### config.mk
export PLATFORM = sky130hd
export DESIGN_NAME = fuch_top
export DESIGN_NICKNAME = d
export VERILOG_FILES = /design/src/hdl/fuch_top.v
export VERILOG_INCLUDE_DIRS = /design/src /design/src/hdl
export SDC_FILE = /design/constraint.sdc
export NUM_CORES = 2
export LEC_CHECK = 0
export ABC_AREA = 1
export CAP_MARGIN = 20
export CORE_MARGIN = 5
export CORE_UTILIZATION = 55
export CTS_CLUSTER_DIAMETER = 200
export DETAILED_ROUTE_END_ITERATION = 7
export DONT_BUFFER_PORTS = 1
export GPL_ROUTABILITY_DRIVEN = 0
export PLACE_DENSITY_LB_ADDON = 0.05
export RECOVER_POWER = 25
export SLEW_MARGIN = 40
export SYNTH_ARGS = -nofsm -noshare
export SYNTH_HDL_FRONTEND = slang
export SYNTH_SLANG_ARGS = --single-unit
### constraint.sdc
create_clock -name mclk_in -period 18.6 [get_ports mclk_in]
set_clock_uncertainty 0.05 [all_clocks]
set_input_delay 3.72 -clock mclk_in [delete_from_list [all_inputs] [get_ports mclk_in]]
set_output_delay 3.72 -clock mclk_in [all_outputs]
set_load 0.02 [all_outputs]
### src/hdl/fuch_defs.vh
// Purpose: constants for the flash update command handler
// Assumes: byte-wide serial port and flash sequencer outside this block
// Notes:   widths of every macro match the signals that use them
//
// Overview of operation
// - hold one 256-byte page before programming
// - erase and program only blocks after boot block
// - poll enable indication, then send request reply
// - byte 0x50 erases all blocks after boot block, then programs
// - byte 0x52 reads requested bytes back
// - replies 0x00 normal, 0x01 error, 0x11 request
// - erase or program failure: error reply, halt
// - erase every block after boot block before the first request reply
// - take 8 parameter bytes, request again, program
// - bad program address: error reply, halt
// - accept read-space program addresses, convert internally
// - program/erase address is read address plus base
// - one request per 256-byte chunk from host
// - program per chunk, pad short tail with 0xff
// - normal reply once requested size is programmed
// - read command: request reply, then 8 parameter bytes
// - read bytes in order and transmit them
// - bad read address: skip read, error, halt
// - link is 8 data bits, no parity, one stop
`ifndef FUCH_DEFS_VH
`define FUCH_DEFS_VH

`define FUCH_CMD_PROG      8'h50
`define FUCH_CMD_READ      8'h52
`define FUCH_RPL_OK        8'h00
`define FUCH_RPL_ERR       8'h01
`define FUCH_RPL_REQ       8'h11
`define FUCH_PAD_BYTE      8'hff
`define FUCH_PAGE_BYTES    9'h100
`define FUCH_PAGE_STEP     32'h0000_0100
`define FUCH_PE_BASE       32'h8080_0000
`define FUCH_PROG_LO       32'h0000_2000
`define FUCH_ARRAY_HI      32'h0007_ffff
`define FUCH_BLK_FIRST     4'h1
`define FUCH_BLK_LAST      4'he
`define FUCH_BLK_SMALL_CNT 4'h8
`define FUCH_BLK_BIG_SKIP  4'h7
`define FUCH_PARAM_LAST    3'h7
`define FUCH_CHUNK_LAST    8'hff

`endif

### src/hdl/fuch_top.v
// Purpose: byte command interpreter between host serial port and flash sequencer
// Assumes: serial port delivers whole bytes; sequencer handshakes by req/done
// Notes:   one buffer page; after an erase, program or address failure the block halts until reset
`timescale 1ns/10ps
`include "fuch_defs.vh"

module fuch_top (
	input  wire        mclk_in,
	input  wire        rst_n_in,
	input  wire        program_erase_enable_pin_in,
	input  wire [7:0]  rx_data_in,
	input  wire        rx_valid_in,
	output reg  [7:0]  tx_data_out,
	output reg         tx_valid_out,
	input  wire        tx_ready_in,
	output reg         fls_erase_req_out,
	output reg         fls_prog_req_out,
	output reg         fls_read_req_out,
	output reg  [31:0] fls_addr_out,
	input  wire        fls_done_in,
	input  wire        fls_error_in,
	input  wire [7:0]  fls_rdata_in,
	input  wire [7:0]  fls_buf_idx_in,
	output reg  [7:0]  fls_buf_data_out,
	output reg         halted_out
);

	localparam [10:0] S_POLL  = 11'h001;
	localparam [10:0] S_SEND  = 11'h002;
	localparam [10:0] S_CMD   = 11'h004;
	localparam [10:0] S_ERASE = 11'h008;
	localparam [10:0] S_PARAM = 11'h010;
	localparam [10:0] S_CHK   = 11'h020;
	localparam [10:0] S_PDEC  = 11'h040;
	localparam [10:0] S_CHUNK = 11'h080;
	localparam [10:0] S_PROG  = 11'h100;
	localparam [10:0] S_READ  = 11'h200;
	localparam [10:0] S_HALT  = 11'h400;

	reg  [10:0] st_r;
	reg  [10:0] ret_r;
	reg         pe_s1_r;
	reg         pe_s2_r;
	reg         pe_s3_r;
	reg         pe_ok_r;
	reg         wr_mode_r;
	reg  [3:0]  blk_r;
	reg  [2:0]  pcnt_r;
	reg  [63:0] param_r;
	reg  [31:0] addr_r;
	reg  [31:0] rem_r;
	reg  [7:0]  cnt_r;
	reg  [7:0]  buf_mem [0:255];

	wire [8:0]  chunk_len;
	wire [31:0] rem_after;
	wire        buf_we;
	wire [7:0]  buf_wd;

	// program/erase address of an erase block; small blocks first, then big
	function [31:0] blk_addr;
		input [3:0] b;
		begin
			if (b < `FUCH_BLK_SMALL_CNT) begin
				blk_addr = `FUCH_PE_BASE + {15'h0, b, 13'h0};
			end else begin
				blk_addr = `FUCH_PE_BASE + {12'h0, b - `FUCH_BLK_BIG_SKIP, 16'h0};
			end
		end
	endfunction

	assign chunk_len = (rem_r >= {23'h0, `FUCH_PAGE_BYTES}) ? `FUCH_PAGE_BYTES : rem_r[8:0];
	assign rem_after = rem_r - {23'h0, chunk_len};
	assign buf_we    = st_r[7] & rx_valid_in;
	// bytes past the valid tail are still taken from the host but stored as pad
	assign buf_wd    = ({1'b0, cnt_r} < chunk_len) ? rx_data_in : `FUCH_PAD_BYTE;

	// page buffer, no reset: contents are always rewritten before use
	always @(posedge mclk_in) begin
		if (buf_we) begin
			buf_mem[cnt_r] <= buf_wd;
		end
	end

	// enable pin: three stages, level accepted when last two agree
	always @(posedge mclk_in or negedge rst_n_in) begin
		if (!rst_n_in) begin
			pe_s1_r <= 1'b0;
			pe_s2_r <= 1'b0;
			pe_s3_r <= 1'b0;
			pe_ok_r <= 1'b0;
		end else begin
			pe_s1_r <= program_erase_enable_pin_in;
			pe_s2_r <= pe_s1_r;
			pe_s3_r <= pe_s2_r;
			if (pe_s2_r == pe_s3_r) begin
				pe_ok_r <= pe_s3_r;
			end
		end
	end

	always @(posedge mclk_in or negedge rst_n_in) begin
		if (!rst_n_in) begin
			fls_buf_data_out <= 8'h00;
		end else begin
			fls_buf_data_out <= buf_mem[fls_buf_idx_in];
		end
	end

	task go_send;
		input [7:0]  b;
		input [10:0] nxt;
		begin
			tx_data_out  <= b;
			tx_valid_out <= 1'b1;
			ret_r        <= nxt;
			st_r         <= S_SEND;
		end
	endtask

	always @(posedge mclk_in or negedge rst_n_in) begin
		if (!rst_n_in) begin
			st_r              <= S_POLL;
			ret_r             <= S_POLL;
			tx_data_out       <= 8'h00;
			tx_valid_out      <= 1'b0;
			fls_erase_req_out <= 1'b0;
			fls_prog_req_out  <= 1'b0;
			fls_read_req_out  <= 1'b0;
			fls_addr_out      <= 32'h0000_0000;
			halted_out        <= 1'b0;
			wr_mode_r         <= 1'b0;
			blk_r             <= 4'h0;
			pcnt_r            <= 3'h0;
			param_r           <= 64'h0;
			addr_r            <= 32'h0000_0000;
			rem_r             <= 32'h0000_0000;
			cnt_r             <= 8'h00;
		end else begin
			case (st_r)
			S_POLL: begin
				if (pe_ok_r) begin
					go_send(`FUCH_RPL_REQ, S_CMD);
				end
			end
			S_SEND: begin
				if (tx_ready_in) begin
					tx_valid_out <= 1'b0;
					st_r         <= ret_r;
					if (ret_r == S_HALT) begin
						halted_out <= 1'b1;
					end
				end
			end
			S_CMD: begin
				if (rx_valid_in) begin
					pcnt_r <= 3'h0;
					if (rx_data_in == `FUCH_CMD_PROG) begin
						wr_mode_r         <= 1'b1;
						blk_r             <= `FUCH_BLK_FIRST;
						fls_addr_out      <= blk_addr(`FUCH_BLK_FIRST);
						fls_erase_req_out <= 1'b1;
						st_r              <= S_ERASE;
					end else if (rx_data_in == `FUCH_CMD_READ) begin
						wr_mode_r <= 1'b0;
						go_send(`FUCH_RPL_REQ, S_PARAM);
					end
					// any other byte is dropped and the wait goes on
				end
			end
			S_ERASE: begin
				if (fls_done_in) begin
					fls_erase_req_out <= 1'b0;
					if (fls_error_in) begin
						go_send(`FUCH_RPL_ERR, S_HALT);
					end else if (blk_r == `FUCH_BLK_LAST) begin
						go_send(`FUCH_RPL_REQ, S_PARAM);
					end else begin
						blk_r             <= blk_r + 4'h1;
						fls_addr_out      <= blk_addr(blk_r + 4'h1);
						fls_erase_req_out <= 1'b1;
					end
				end
			end
			S_PARAM: begin
				if (rx_valid_in) begin
					param_r <= {param_r[55:0], rx_data_in};
					pcnt_r  <= pcnt_r + 3'h1;
					if (pcnt_r == `FUCH_PARAM_LAST) begin
						st_r <= S_CHK;
					end
				end
			end
			S_CHK: begin
				addr_r <= param_r[63:32];
				rem_r  <= param_r[31:0];
				if (wr_mode_r) begin
					if (param_r[63:32] < `FUCH_PROG_LO || param_r[63:32] > `FUCH_ARRAY_HI) begin
						go_send(`FUCH_RPL_ERR, S_HALT);
					end else begin
						st_r <= S_PDEC;
					end
				end else begin
					if (param_r[63:32] > `FUCH_ARRAY_HI) begin
						go_send(`FUCH_RPL_ERR, S_HALT);
					end else begin
						st_r <= S_READ;
					end
				end
			end
			S_PDEC: begin
				cnt_r <= 8'h00;
				if (rem_r == 32'h0000_0000) begin
					go_send(`FUCH_RPL_OK, S_POLL);
				end else begin
					go_send(`FUCH_RPL_REQ, S_CHUNK);
				end
			end
			S_CHUNK: begin
				if (rx_valid_in) begin
					cnt_r <= cnt_r + 8'h01;
					if (cnt_r == `FUCH_CHUNK_LAST) begin
						fls_addr_out     <= addr_r + `FUCH_PE_BASE;
						fls_prog_req_out <= 1'b1;
						st_r             <= S_PROG;
					end
				end
			end
			S_PROG: begin
				if (fls_done_in) begin
					fls_prog_req_out <= 1'b0;
					if (fls_error_in) begin
						go_send(`FUCH_RPL_ERR, S_HALT);
					end else begin
						rem_r  <= rem_after;
						addr_r <= addr_r + `FUCH_PAGE_STEP;
						st_r   <= S_PDEC;
					end
				end
			end
			S_READ: begin
				if (fls_read_req_out) begin
					if (fls_done_in) begin
						fls_read_req_out <= 1'b0;
						rem_r            <= rem_r - 32'h0000_0001;
						addr_r           <= addr_r + 32'h0000_0001;
						go_send(fls_rdata_in, S_READ);
					end
				end else if (rem_r == 32'h0000_0000) begin
					st_r <= S_POLL;
				end else begin
					fls_addr_out     <= addr_r;
					fls_read_req_out <= 1'b1;
				end
			end
			S_HALT: begin
				halted_out <= 1'b1;
			end
			default: begin
				st_r <= S_HALT;
			end
			endcase
		end
	end

endmodule

==> impl_metrics.py <==
metrics = {
    "logic_synthesis": {
        "async_flop_share": 0.0962,
        "synth-seq-cells": 2266,
        "netlist_area_sq_mm": 0.0951,
        "syn_area_per_cell_sq_um": 10.9,
        "synthFlopType": "edfxtp_1",
        "ys_types": 55,
        "syn_nets": 8748,
        "synth_cells": 8689,
        "synth_edf_count": 2048,
        "yosys_warnings": 0,
        "synth_seq_area_share": 0.704,
    },
    "worst_setup_path": {
        "reg2reg_depth": 13,
        "reg2reg_from": "rem_r[19]",
        "worstPathRequired_ns": 18.45,
        "critPathLaunchType": "input pin",
        "cp-end-kind": "flop",
        "r2r-end": "buf_mem[106][7]",
        "worst_ep_arrival_time_ns": 9.10,
        "r2r_slack_ns": 9.38,
        "crit_fanout": 106,
        "setup.worst_path.start": "rx_data_in[7]",
        "path_class": "in2reg",
    },
    "timing": {
        "finalHoldViolCount": 0,
        "fin_crit_sh": 0.497,
        "min_period_ns": 9.25,
        "relSlewSlack": -2.45,
        "setup_slack_ns": 9.35,
        "grt_setup_unrepaired": "false",
        "setup_viol": 0,
        "worst_pin_slew_ns": 5.17,
        "slew_violations": 1531,
        "max_freq_ghz": 0.108,
        "setup-tns-final_ns": 0,
    },
    "detailed_routing": {
        "dr.pass1.iters": 8,
        "via_count": 65100,
        "wl_per_cell_um": 24.2,
        "drt-total-wl_um": 265000,
        "drcViolationCount": 0,
        "drt_first_iter_violations": 7556,
        "final_antenna_net_count": 0,
        "via_per_inst": 5.95,
    },
    "cells_and_area": {
        "syn2layout_area_growth_pct": 9.56,
        "num-fill-cells": 13900,
        "drive_above_1_share": 0.0647,
        "stdcell_count": 10900,
        "final_common_cell": "nand2_1",
        "layout_common_cells": "nand2_1 (2570), nand3_1 (2165), edfxtp_1 (2048)",
        "nNetsFinal": 8506,
    },
    "clocking": {
        "ctsResizeCount": 0,
        "root_buffer": "clkbuf_16",
        "post-cts-setup-buffer-count": 0,
        "cts_buffers": 227,
        "clkTransAtPathRegs_ns": 0.06,
        "cts.sinks": 2266,
        "clockBufferDepth": 3,
        "htreeDepth": 4,
        "worstSkewPairLatency_ns": 0.87,
        "cts_tree": "built",
        "ctsHoldBuffers": 0,
    },
    "grt": {
        "grt_pass1_vias": 61600,
        "grt_use_total": 0.291,
        "grt_max_degree": 1026,
        "overflow": 0,
        "antenna_found_initial": 6,
        "grt_first_pass_wirelength_um": 399000,
    },
    "placed_design": {
        "io_buffer_count": 0,
        "dpl.cell_count": 10500,
        "dp_hpwl_um": 143000,
        "dp_slack_ns": 9.34,
    },
    "flow_run": {
        "cap_violations": 16,
    },
    "die": {
        "die_w_um": 426,
        "start_util": 0.554,
        "ios": 84,
        "die-area_sq_mm": 0.181,
        "core_sq_mm": 0.172,
        "num_rows": 152,
        "die_h_um": 426,
    },
    "pwr": {
        "vdd_drop_max_v": 0.000105,
        "p_total_w": 0.0105,
        "p_leak_nw": 37.4,
        "powerDensity_mw_per_mm2": 101,
    },
    "min_path": {
        "hold_end": "pe_s2_r",
        "hold_path.class": "reg2reg",
        "min_from": "pe_s1_r",
        "hold_depth": 0,
    },
    "run_status": {
        "status": "finished with violations",
        "violations": "max-capacitance violations, max-slew violations",
    },
}
-- critical path, cell delays in order --
cell and delay, ns:
inv_1 0.13, nand2_1 1.43, clkbuf_1 3.63
-- cell usage after synthesis (2+ instances only) --
master	n	area share
buf_4	3	0.00024
a31oi_1	3	0.00020
edfxtp_1	2048	0.65
nand3b_1	2	0.00016
nor4_1	4	0.00026
nand2_4	3	0.00036
o21ai_1	27	0.0014
and3_1	2	0.00013
buf_1	61	0.0024
a21o_1	2	0.00016
or2_2	9	0.00059
clkbuf_1	357	0.014
xnor2_1	4	0.00037
dfrtp_1	216	0.057
o211ai_1	11	0.00087
inv_1	212	0.0084
nor2_2	5	0.00033
o31ai_1	2	0.00016
buf_6	6	0.00071
o21a_1	4	0.00032
nand2_2	9	0.00059
a22oi_1	4	0.00032
ha_1	27	0.0036
o22ai_1	9	0.00059
dfstp_2	2	0.00055
o21ai_2	3	0.00028
nor3_1	42	0.0022
clkinv_1	2	0.000079
nand2_1	2579	0.10
nor2_4	2	0.00024
nand4_1	33	0.0022
xor2_1	10	0.00092
inv_2	13	0.00051
mux2_2	2	0.00024
nor2_1	442	0.017
o32ai_1	3	0.00028
nor3b_1	3	0.00024
buf_2	114	0.0060
nand3_1	2167	0.11
o21ai_0	140	0.0074
a21oi_1	88	0.0046
-- cell families (layout without fill, tap and decap cells) --
family | after synthesis | in the layout | share of synthesized area
AOI/OAI and AO/OA | 304 | 304 | 0.0173
xor gates and xnor gates | 14 | 14 | 0.00129
adders and majority gates | 29 | 29 | 0.00387
buffers and inverters | 769 | 714 | 0.0325
DFF | 2266 | 2266 | 0.704
muxes | 2 | 2 | 0.000237
other | 0 | 3 | 0
and+or+nand+nor | 5305 | 5305 | 0.241
-- area by class of cell --
cell class / instances / area [sq um] / share of cell area
flip-flops and latches: 2266 / 67000 / 0.643
clock inverters: 142 / 1230 / 0.0118
well taps: 2310 / 2890 / 0.0277
diodes: 3 / 7.51 / 0.0000720
repair buffers: 70 / 865 / 0.00830
multi-input cells: 5654 / 25400 / 0.244
clock buffers: 274 / 5940 / 0.0570
inverters: 228 / 898 / 0.00862
-- per-layer routing --
layer	vias to the layer above	GRT usage	wire (um)
li1	29900	-	-
met1	31900	0.422	112000
met2	2790	0.448	122000
met3	463	0.0545	21800
met4	2	0.0971	8670
met5	-	0	7
-- sequential cells by signal, indices dropped and copies added, names as in the netlist, 3 cells and up --
name / flops
cnt_r: 8
tx_data_out: 8
ret_r: 6
addr_r: 32
rem_r: 32
st_r: 11
buf_mem: 2048
fls_buf_data_out: 8
param_r: 64
blk_r: 4
fls_addr_out: 32
pcnt_r: 3
-- power breakdown --
part	switching, W	internal, W	leakage [nW]
clock network	0.00195	0.00250	3.52
registers	0.0000116	0.00556	21.1
logic	0.000351	0.000120	12.8
total	0.00231	0.00818	37.4
-- per-stage QoR --
step | instance area [sq um] | util | hold WS [ns]
after floorplan | 95100 | - | 0.281
after global placement | 96400 | 0.561 | 0.283
after detailed placement | 96900 | 0.564 | 0.302
after CTS | 104000 | 0.606 | 0.315
after global routing | 104000 | 0.607 | 0.334
final | 104000 | 0.607 | 0.311
-- how the worst max path moves through the flow --
stage / slack (ns) / endpoint
after floorplan: 10.95 / buf_mem[0][1]
after global placement: 9.42 / fls_buf_data_out[5]
after detailed placement: 9.34 / fls_buf_data_out[0]
after CTS: 10.30 / fls_buf_data_out[0]
after global routing: 8.68 / buf_mem[240][7]
final: 9.35 / buf_mem[106][7]
(Power assumes the default switching activity.)
